==> src/cei_pkg.sv <==
// package: register map, field positions and reset values of the event interrupt block
package cei_pkg;
   localparam int CEI_ADDR_W = 4;
   // byte offsets of the registers
   localparam logic [3:0] CEI_OFS_ENABLE = 4'h0;
   localparam logic [3:0] CEI_OFS_FLAGS = 4'h4;
   localparam logic [3:0] CEI_OFS_CLEAR = 4'h8;
   localparam logic [3:0] CEI_OFS_FORCE = 4'hC;
   // field positions
   localparam int CEI_BIT_INT = 0;
   localparam int CEI_BIT_CAP1 = 1;
   localparam int CEI_BIT_OVF = 5;
   localparam int CEI_BIT_PRD = 6;
   localparam int CEI_BIT_CMP = 7;
   localparam int CEI_NUM_CAP = 4;
   // writable event bits 7..1; bit 0 and 15..8 read as zero
   localparam logic [15:0] CEI_EVENT_MASK = 16'h00FE;
   localparam logic [15:0] CEI_RST_ENABLE = 16'h0000;
   localparam logic [15:0] CEI_RST_FLAGS = 16'h0000;
   localparam logic [31:0] CEI_UNMAPPED_DATA = 32'h0000_0000;
   // bus access walks through these steps
   typedef enum logic [1:0] {CEI_BUS_IDLE, CEI_BUS_ACK} cei_bus_e;
endpackage

==> src/cei_event_gate.sv <==
// event qualifier: mode gating and one-shot blocking of raw event pulses
`timescale 1ns/1ps
`default_nettype none
module cei_event_gate
   import cei_pkg::*;
(
   input wire logic sys_clk_i,
   input wire logic arst_n_i,
   input wire logic aux_pwm_mode_i,
   input wire logic oneshot_mode_i,
   input wire logic oneshot_stop_i,
   input wire logic rearm_i,
   input wire logic compare_equal_event_i,
   input wire logic period_equal_event_i,
   input wire logic counter_overflow_event_i,
   input wire logic [CEI_NUM_CAP-1:0] capture_event_i,
   output logic [15:0] event_set_o
);
   logic blocked_q;
   logic blocked_d;

   // ------------------------------------------------------------
   // one-shot block state
   // ------------------------------------------------------------
   // stop count in one-shot capture holds events off until re-armed
   always_comb begin
      blocked_d = blocked_q;
      if (rearm_i || aux_pwm_mode_i || !oneshot_mode_i) begin
         blocked_d = 1'b0;
      end else if (oneshot_stop_i) begin
         blocked_d = 1'b1;
      end
   end

   always_ff @(posedge sys_clk_i or negedge arst_n_i) begin
      if (!arst_n_i) begin
         blocked_q <= 1'b0;
      end else begin
         blocked_q <= blocked_d;
      end
   end

   // ------------------------------------------------------------
   // mode qualification
   // ------------------------------------------------------------
   // the stop event itself still passes; only later ones are held off
   always_comb begin
      event_set_o = 16'h0000;
      if (!blocked_q) begin
         event_set_o[CEI_BIT_CMP] = compare_equal_event_i && aux_pwm_mode_i;
         event_set_o[CEI_BIT_PRD] = period_equal_event_i && aux_pwm_mode_i;
         event_set_o[CEI_BIT_OVF] = counter_overflow_event_i;
         event_set_o[CEI_BIT_CAP1 +: CEI_NUM_CAP] =
            aux_pwm_mode_i ? 4'h0 : capture_event_i;
      end
   end
endmodule
`default_nettype wire

==> src/cei_flag_bank.sv <==
// flag bank: sticky event flags with set and clear paths; force enters through set
`timescale 1ns/1ps
`default_nettype none
module cei_flag_bank
   import cei_pkg::*;
#(
   parameter int WIDTH = 8
)
(
   input wire logic sys_clk_i,
   input wire logic arst_n_i,
   input wire logic [WIDTH-1:0] set_i,
   input wire logic [WIDTH-1:0] clear_i,
   output logic [WIDTH-1:0] flags_o
);
   logic [WIDTH-1:0] flag_q;
   logic [WIDTH-1:0] flag_d;

   // ------------------------------------------------------------
   // per-bit sticky flags
   // ------------------------------------------------------------
   // set wins over clear so a coincident event is never lost
   generate
      for (genvar i = 0; i < WIDTH; i++) begin : g_flag
         always_comb begin
            flag_d[i] = set_i[i] | (flag_q[i] & ~clear_i[i]);
         end
      end
   endgenerate

   always_ff @(posedge sys_clk_i or negedge arst_n_i) begin
      if (!arst_n_i) begin
         flag_q <= '0;
      end else begin
         flag_q <= flag_d;
      end
   end

   assign flags_o = flag_q;
endmodule
`default_nettype wire

==> src/cei_top.sv <==
// top: capture-timer event interrupt logic with avalon-mm register slave
//
// Function
// enable bits only gate events onto the interrupt request
// events latch into flags regardless of enable
// force sets and clear drops any flag, ignoring enables; here force sets flags 7..1 only, never flag 0
// software: mask, stop, disable, program, clear, enable, restart, unmask
// enable bit 7 gates compare-equal event
// enable bit 6 gates period-equal event
// enable bit 5 gates counter-overflow event
// enable bits 4..1 gate capture events; 15..8 and 0 read zero
// flag 7 sets on compare-equal, only in pwm mode
// flag 6 sets on period-equal, only in pwm mode
// flag 5 sets on counter wrap, in both modes
// flags 4..1 set on capture events, only in capture mode
// flag 0 sets whenever an interrupt request is issued
// flags are read-only to writes and reset to zero
// clear bit one clears flag; zero no effect; reads zero
// clear bit 0 drops global flag, allowing a fresh request
// force bit one sets event flag; zero no effect; reads zero
// one-shot stop blocks further events until re-armed
// request rises when enabled flag set and global clear; holds
// event and clear in one cycle leaves the flag set
//
// Design decisions made here: the register addresses and the Avalon-MM slave port.
`timescale 1ns/1ps
`default_nettype none
module cei_top
   import cei_pkg::*;
(
   input wire logic sys_clk_i,
   input wire logic arst_n_i,
   // avalon-mm slave
   input wire logic [CEI_ADDR_W-1:0] avs_address_i,
   input wire logic avs_read_i,
   input wire logic avs_write_i,
   input wire logic [31:0] avs_writedata_i,
   input wire logic [3:0] avs_byteenable_i,
   output logic [31:0] avs_readdata_o,
   output logic avs_waitrequest_o,
   // event sources from the timer core
   input wire logic aux_pwm_mode_i,
   input wire logic oneshot_mode_i,
   input wire logic oneshot_stop_i,
   input wire logic rearm_i,
   input wire logic compare_equal_event_i,
   input wire logic period_equal_event_i,
   input wire logic counter_overflow_event_i,
   input wire logic [CEI_NUM_CAP-1:0] capture_event_i,
   // interrupt request to the host interrupt controller
   output logic irq_o
);
   cei_bus_e bus_q;
   cei_bus_e bus_d;
   logic [31:0] rdata_q;
   logic [31:0] rdata_d;
   logic wait_q;
   logic wait_d;
   logic [15:0] enable_q;
   logic [15:0] enable_d;
   logic irq_q;
   logic irq_d;
   logic [15:0] event_set;
   logic [15:0] flag_set;
   logic [15:0] flag_clr;
   logic [15:0] flags;
   logic [15:0] wr_lo;
   logic wr_fire;
   logic raise;

   // ------------------------------------------------------------
   // helpers
   // ------------------------------------------------------------
   // low 16 bits of a write under byte enables; upper lanes unused
   function automatic logic [15:0] lane_mask(input logic [3:0] be);
      return {{8{be[1]}}, {8{be[0]}}};
   endfunction

   function automatic logic hit(input logic [CEI_ADDR_W-1:0] a,
                                input logic [3:0] ofs);
      return a == ofs;
   endfunction

   // ------------------------------------------------------------
   // event qualification and flags
   // ------------------------------------------------------------
   cei_event_gate u_gate (
      .sys_clk_i(sys_clk_i),
      .arst_n_i(arst_n_i),
      .aux_pwm_mode_i(aux_pwm_mode_i),
      .oneshot_mode_i(oneshot_mode_i),
      .oneshot_stop_i(oneshot_stop_i),
      .rearm_i(rearm_i),
      .compare_equal_event_i(compare_equal_event_i),
      .period_equal_event_i(period_equal_event_i),
      .counter_overflow_event_i(counter_overflow_event_i),
      .capture_event_i(capture_event_i),
      .event_set_o(event_set)
   );

   // a write is taken in the acknowledge cycle only, so it acts once
   assign wr_fire = (bus_q == CEI_BUS_ACK) && avs_write_i;
   assign wr_lo = avs_writedata_i[15:0] & lane_mask(avs_byteenable_i);

   // events latch regardless of enable; force adds event bits only
   always_comb begin
      flag_set = event_set;
      if (wr_fire && hit(avs_address_i, CEI_OFS_FORCE)) begin
         flag_set = flag_set | (wr_lo & CEI_EVENT_MASK);
      end
      flag_set[CEI_BIT_INT] = raise;
      flag_clr = 16'h0000;
      if (wr_fire && hit(avs_address_i, CEI_OFS_CLEAR)) begin
         flag_clr = wr_lo & (CEI_EVENT_MASK | 16'h0001);
      end
   end

   cei_flag_bank #(.WIDTH(16)) u_flags (
      .sys_clk_i(sys_clk_i),
      .arst_n_i(arst_n_i),
      .set_i(flag_set),
      .clear_i(flag_clr),
      .flags_o(flags)
   );

   // ------------------------------------------------------------
   // interrupt request
   // ------------------------------------------------------------
   // a new request only while the global flag is down, so software
   // must clear bit 0 to allow the next one
   assign raise = !flags[CEI_BIT_INT] &&
                  ((flags & enable_q & CEI_EVENT_MASK) != 16'h0000);

   always_comb begin
      irq_d = irq_q;
      if (raise) begin
         irq_d = 1'b1;
      end else if (!flags[CEI_BIT_INT]) begin
         irq_d = 1'b0;
      end
   end

   // ------------------------------------------------------------
   // enable register
   // ------------------------------------------------------------
   // bits 7..5 and 4..1 steer the request; reserved bits stay zero
   always_comb begin
      enable_d = enable_q;
      if (wr_fire && hit(avs_address_i, CEI_OFS_ENABLE)) begin
         enable_d = ((enable_q & ~lane_mask(avs_byteenable_i)) | wr_lo)
                    & CEI_EVENT_MASK;
      end
   end

   // ------------------------------------------------------------
   // bus slave: one wait cycle, then acknowledge
   // ------------------------------------------------------------
   // flags are read-only: writes to them are accepted and dropped
   always_comb begin
      bus_d = bus_q;
      wait_d = 1'b1;
      rdata_d = rdata_q;
      unique case (bus_q)
         CEI_BUS_IDLE: begin
            if (avs_read_i || avs_write_i) begin
               bus_d = CEI_BUS_ACK;
               wait_d = 1'b0;
               rdata_d = CEI_UNMAPPED_DATA;
               if (hit(avs_address_i, CEI_OFS_ENABLE)) begin
                  rdata_d = {16'h0000, enable_q};
               end else if (hit(avs_address_i, CEI_OFS_FLAGS)) begin
                  rdata_d = {16'h0000, flags};
               end
               // clear and force read as zero
            end
         end
         CEI_BUS_ACK: begin
            bus_d = CEI_BUS_IDLE;
            wait_d = 1'b1;
         end
      endcase
   end

   always_ff @(posedge sys_clk_i or negedge arst_n_i) begin
      if (!arst_n_i) begin
         bus_q <= CEI_BUS_IDLE;
         wait_q <= 1'b1;
         rdata_q <= 32'h0000_0000;
         enable_q <= CEI_RST_ENABLE;
         irq_q <= 1'b0;
      end else begin
         bus_q <= bus_d;
         wait_q <= wait_d;
         rdata_q <= rdata_d;
         enable_q <= enable_d;
         irq_q <= irq_d;
      end
   end

   assign avs_waitrequest_o = wait_q;
   assign avs_readdata_o = rdata_q;
   assign irq_o = irq_q;
endmodule
`default_nettype wire

==> config.mk <==
export PLATFORM = sky130hd
export DESIGN_NAME = cei_top
export DESIGN_NICKNAME = d
export VERILOG_FILES = /design/src/cei_pkg.sv /design/src/cei_event_gate.sv /design/src/cei_flag_bank.sv /design/src/cei_top.sv
export SDC_FILE = /design/constraint.sdc
export NUM_CORES = 1
export LEC_CHECK = 0
export CAP_MARGIN = 30
export CELL_PAD_IN_SITES_DETAIL_PLACEMENT = 2
export CELL_PAD_IN_SITES_GLOBAL_PLACEMENT = 2
export CORE_ASPECT_RATIO = 1.4
export CORE_MARGIN = 2
export CORE_UTILIZATION = 34
export DETAILED_ROUTE_END_ITERATION = 10
export DONT_BUFFER_PORTS = 1
export HOLD_SLACK_MARGIN = 0.08
export PLACE_DENSITY_LB_ADDON = 0.3
export REMOVE_ABC_BUFFERS = 1
export SLEW_MARGIN = 20
export SYNTH_ARGS = -nofsm -noshare
export SYNTH_HDL_FRONTEND = slang
export SYNTH_HIERARCHICAL = 1
export SYNTH_SLANG_ARGS = --single-unit
==> constraint.sdc <==
create_clock -name sys_clk_i -period 1.3 [get_ports sys_clk_i]
set_clock_uncertainty 0.05 [all_clocks]
set_input_delay 0.13 -clock sys_clk_i [delete_from_list [all_inputs] [get_ports sys_clk_i]]
set_output_delay 0.13 -clock sys_clk_i [all_outputs]
set_load 0.02 [all_outputs]
==> results of run 1 <==
-- routing by layer --
metal / share of wire, % / wire (um)
met5: 0 / 0
met4: 1.3 / 62
met3: 4.8 / 233
met2: 56 / 2720
met1: 38 / 1880
-- area by class of cell --
type	count	area share [%]
multi-input cells	142	37.3
well taps	72	3.45
inverters	17	2.44
flip-flops and latches	43	41.2
repair buffers	33	12.3
clock buffers	6	2.78
clock inverters	2	0.479
-- worst register-to-register path: cells and delay by family, from the launching register on --
family | cells | cell delay, ns
buf+inv | 1 | 0.20
flops | 1 | 0.40
simple gates | 1 | 0.06
compound gates | 1 | 0.45
mux | 1 | 0.27
-- how the worst min path moves through the flow --
stage,endpoint,start,cells after the start
detailed placement,u_flags/flags_o[14],arst_n_i,0
global placement,u_flags/flags_o[14],arst_n_i,0
CTS,u_flags/flags_o[2],capture_event_i[1],3
global route,u_flags/flags_o[5],counter_overflow_event_i,3
finish,u_flags/flags_o[2],capture_event_i[1],3
floorplan,async pin,arst_n_i,0
-- placed cells by master, fill, tap and decap left out --
cell                            count
sky130_fd_sc_hd__nor4b_2            1
sky130_fd_sc_hd__nand2_1           25
sky130_fd_sc_hd__buf_4             11
sky130_fd_sc_hd__buf_16             1
sky130_fd_sc_hd__and4_4             1
sky130_fd_sc_hd__a31oi_1            1
sky130_fd_sc_hd__o21bai_4           1
sky130_fd_sc_hd__nor4b_4            1
sky130_fd_sc_hd__dfstp_2            1
sky130_fd_sc_hd__and3b_2            2
sky130_fd_sc_hd__inv_2              7
sky130_fd_sc_hd__dfrtp_1           42
sky130_fd_sc_hd__clkbuf_1           1
sky130_fd_sc_hd__mux2_4             8
sky130_fd_sc_hd__a21o_1            23
sky130_fd_sc_hd__dlygate4sd3_1     20
sky130_fd_sc_hd__o21ai_0            8
sky130_fd_sc_hd__and4b_1            1
sky130_fd_sc_hd__and3_4             1
sky130_fd_sc_hd__clkbuf_8           5
sky130_fd_sc_hd__o21ai_2            7
sky130_fd_sc_hd__buf_6              1
sky130_fd_sc_hd__clkinvlp_4         1
sky130_fd_sc_hd__nor2_1             3
sky130_fd_sc_hd__a22oi_1            2
sky130_fd_sc_hd__mux2i_1            7
sky130_fd_sc_hd__clkinv_2           1
sky130_fd_sc_hd__and2_4             7
sky130_fd_sc_hd__a222oi_1           1
sky130_fd_sc_hd__conb_1            32
sky130_fd_sc_hd__and4bb_4           1
sky130_fd_sc_hd__inv_1             10
sky130_fd_sc_hd__or4_4              1
sky130_fd_sc_hd__and2_1             5
sky130_fd_sc_hd__o21ai_1            1
sky130_fd_sc_hd__nand3_2            1
sky130_fd_sc_hd__and2b_2            1
-- where the power goes --
group	internal, mW	switching, mW	total [mW]
Clock	0.376	0.463	0.839
Sequential	1.45	0.133	1.58
Combinational	0.257	0.237	0.494
-- what timing repair did --
item / in CTS / in global routing
endpoints found under the hold margin: 66 / 0
setup buffers: 1 / 1
pin swaps: 22 / 1
endpoints found under the setup margin: 23 / 23
hold buffers: 21 / 0
gates resized for setup: 20 / 2
-- through the flow --
step	util [%]	hold slack [ns]	worst slack [ns]	area (um^2)	setup TNS (ns)
CTS	41.8	0.0800	-0.283	2600	-1.82
finish	42.1	0.0868	-0.239	2610	-1.44
floorplan	-	-0.216	-0.114	2080	-1.46
detailed placement	36.1	-0.215	-0.295	2240	-3.61
global placement	36.1	-0.214	-0.276	2240	-2.69
global route	42.1	0.0869	-0.293	2610	-3.02
==> flow_summary.ini, run 1 <==
[clock_tree]
cts_max_level = 2
cts_sinks = 43
cts_tree = done
max-clock-path-buffers = 2
clock_insertion_delay_worst_skew_ns = 0.29
cts_buffers = 5
root_buffer = sky130_fd_sc_hd__clkbuf_8
worst_setup_hold_path_clk_slew_ns = 0.08

[setup_path]
worstPathRequired_ns = 1.43
depth_of_the_most_critical_reg_to_reg_path = 4
worst-path-buf-inv = 1
worst_path_dominant_cell_family = compound AO/OA/AOI/OAI gates
setup.worst_path.end = irq_o
critical_path_maximum_fanout = 2
timing.critical_path.cells = a222oi_1 -> buf_4 -> nand3_2 -> mux2_4
crit_arrival_ns = 1.67
setup.reg_to_reg.worst_slack_ns = -0.24
cp_num_cells = 4
critical_path.startpoint_type = flip-flop
rr_endpoint = irq_o
critPathMaxStageDelay_ns = 0.45
cpMaxStageDelayCell = sky130_fd_sc_hd__a222oi_1
criticalPathCategory = flip-flop to flip-flop
worst_setup_path_end_kind = flip-flop

[power_and_ir_drop]
powerDensity_nw_per_um2 = 1110
power.static_leakage_nw = 1.22
max-vdd-ir-drop_v = 0.000587
power_mw = 2.91

[sta]
min_period_over_period_pct = 118
layout_setup_ws_ns = -0.239
finalSetupViolations = 23
timing.fmax_ghz = 0.650
slew_violations = 0
fin_crit_ns = 1.54
unrepaired_setup_endpoints_after_global_routing = true
report.final.hold_viol_count = 0

[status]
status = finished with violations
violations = negative setup slack

[placement]
dp.final_hpwl_mm = 3.35
place.port_buffers = 0
numPlacedInstances = 284
finalWeightedCongestion = 0.689

[synthesis]
post_synth_inst_count = 201
ys_warn_count = 6
post_synth.cell_area_avg_um2 = 10.8
syn_area_um2 = 2180

[die]
placement_rows = 34
ios = 89
core_area_um2 = 6210
dieArea_um2 = 7080
die_w_um = 71.7
die_height_um = 98.7
start_util_pct = 35.1

[route]
route.final.wire_length_mm = 4.90
drt-initial-drc-count = 51
vias_per_cell = 4.63
drt_first_pass_iters = 4
num_vias = 1460
detail-route-antenna-nets = 0
post-route-drc-count = 0
avgRoutedWirePerCell_um = 15.6

[min_path]
min-delay-path-class = input pin to flip-flop

[global_routing]
via_count_of_the_first_global_routing_pass = 1658
top_usage_layer = met2
grtUsageMet1_pct = 17.4
antenna_found_initial = 0
grt_start_max_net_pins = 44
global_route.usage.met3_pct = 3.89
grt-ovfl-total = 0
grt_met2_use_pct = 27.9
first_pass_grt_wire_length_mm = 8.37
grt_use_total_pct = 15.3

[cells_and_area]
combined_area_of_the_multi_input_logic_cells_um2 = 975
fillCellCount = 656
final_cells = 315
area_growth_pct = 19.9
diodes = 0
final-seq-area_um2 = 1080
finalNetCount = 297
drive_above_1_share_pct = 25.1

[flow_run]
drv.max_cap_violation_count = 0
No activity file was read; power rests on OpenSTA's default activity.
==> inputs of run 2 (changes only) <==
==> constraint.sdc (replaced) <==
create_clock -name sys_clk_i -period 1.3 [get_ports sys_clk_i]
set_clock_uncertainty 0.05 [all_clocks]
set_input_delay 0.39 -clock sys_clk_i [delete_from_list [all_inputs] [get_ports sys_clk_i]]
set_output_delay 0.39 -clock sys_clk_i [all_outputs]
set_load 0.02 [all_outputs]
==> flow_summary.ini, run 2 (synthesized netlist as in run 1, its figures left out) <==
[status]
status = finished with violations
violations = negative hold slack, negative setup slack

[cells_and_area]
diodes = 0
fillCellCount = 665
layout.cell_area.non_filler_um2 = 2430
drive_above_1_share_pct = 27.9
layout_common_cells = sky130_fd_sc_hd__dfrtp_1 (42), sky130_fd_sc_hd__conb_1 (32), sky130_fd_sc_hd__nand2_1 (25)
mostFrequentLayoutCell = sky130_fd_sc_hd__dfrtp_1
finalNetCount = 276
area_growth_pct = 11.4

[setup_path]
criticalPathCategory = flip-flop to flip-flop
critical_path_maximum_fanout = 2
worstPathRequired_ns = 1.42
worst_setup_path_end_kind = flip-flop
critical_path.startpoint_type = flip-flop
crit_arrival_ns = 1.61

[clock_tree]
cts_max_level = 2
cts_sinks = 43
cts_tree = done
root_buffer = sky130_fd_sc_hd__clkbuf_8
cts_buffers = 5
max-clock-path-buffers = 2
clock_insertion_delay_worst_skew_ns = 0.28
worst_setup_hold_path_clk_slew_ns = 0.08

[sta]
finalSetupViolations = 24
fin_crit_ns = 1.49
report.final.hold_viol_count = 43
slew_violations = 0
whs_ns = -0.257
layout_setup_ws_ns = -0.190
unrepaired_setup_endpoints_after_global_routing = true
min_period_over_period_pct = 115
timing.fmax_ghz = 0.671

[die]
dieArea_um2 = 7080
die_w_um = 71.7
die_height_um = 98.7
ios = 89
core_area_um2 = 6210
placement_rows = 34
start_util_pct = 35.1

[global_routing]
first_pass_grt_wire_length_mm = 7.40
antenna_found_initial = 0
grt_use_total_pct = 13.2
via_count_of_the_first_global_routing_pass = 1495
grt-ovfl-total = 0
grt_start_max_net_pins = 44

[route]
route.final.wire_length_mm = 4.29
drt-initial-drc-count = 32
vias_per_cell = 4.65
detail-route-antenna-nets = 0
drt_first_pass_iters = 4
avgRoutedWirePerCell_um = 14.6
num_vias = 1368
post-route-drc-count = 0

[placement]
finalWeightedCongestion = 0.703
dp.final_hpwl_mm = 3.33
place.port_buffers = 0
place_area_um2 = 2260
worst_setup_slack_after_placement_ns = -0.207

[power_and_ir_drop]
powerDensity_nw_per_um2 = 1250
power.static_leakage_nw = 1.16
max-vdd-ir-drop_v = 0.000419

[flow_run]
drv.max_cap_violation_count = 0

[min_path]
min-delay-path-class = input pin to async pin
-- run 2: path summary, 6_finish.rpt --
kind / slack [ns] / to / cells past startpoint
max in group asynchronous: 1.29 / avs_waitrequest_o / 0
worst max register to register: -0.19 / irq_o / 4
worst min-delay path: -0.26 / avs_readdata_o[14] / 0
min in group sys_clk_i: 0.11 / u_gate/blocked_q / 1
worst min register to register: 0.43 / u_flags/flags_o[15] / 1
worst max-delay path: -0.19 / irq_o / 4
-- run 2: report_power, final --
group / internal, mW / switching [mW]
Sequential: 1.45 / 0.134
Combinational: 0.208 / 0.185
Clock: 0.622 / 0.436
Total: 2.28 / 0.755
-- run 2: cell type report --
class                           count  area, um^2  share of cell area, %
Clock buffer                        6        82.6                   3.40
Timing Repair Buffer               12         106                   4.38
Inverter                           17        63.8                   2.63
Sequential cell                    43        1080                   44.4
Multi-Input combinational cell    142         973                   40.1
Tap cell                           72        90.1                   3.71
Clock inverter                      2        35.0                   1.44
-- run 2: what timing repair did --
action                     CTS  global route
hold endpoints to repair    43            43
setup buffers                0             1
pin swaps                   22             5
resized for setup           20             2
setup endpoints to repair   24            24
gates cloned                 0             0
-- run 2: stage by stage --
step / util [%] / setup TNS, ns / power (mW) / instances
6_report: 39.1 / -1.74 / 3.03 / 294
5_1_grt: 39.1 / -3.30 / 3.21 / 294
4_1_cts: 38.9 / -1.98 / 3.09 / 293
3_5_place_dp: 36.4 / -2.77 / 1.98 / 285
3_3_place_gp: 36.4 / -2.38 / 1.96 / 285
2_1_floorplan: - / -1.88 / 1.86 / 202
-- run 2: per-layer routing --
metal | vias to the layer above | track usage (%) | wire length, um
li1 | 646 | - | -
met1 | 686 | 15.5 | 1760
met5 | - | 0 | 0
met3 | 2 | 2.86 | 190
met2 | 34 | 23.8 | 2310
met4 | 0 | 3.48 | 33
-- run 2: worst max-delay path, cell delays in order (launching register included) --
cell and delay (ns):
sky130_fd_sc_hd__dfrtp_1 0.39, sky130_fd_sc_hd__a222oi_1 0.39, sky130_fd_sc_hd__buf_4 0.19, sky130_fd_sc_hd__nand3_2 0.07, sky130_fd_sc_hd__mux2_4 0.28
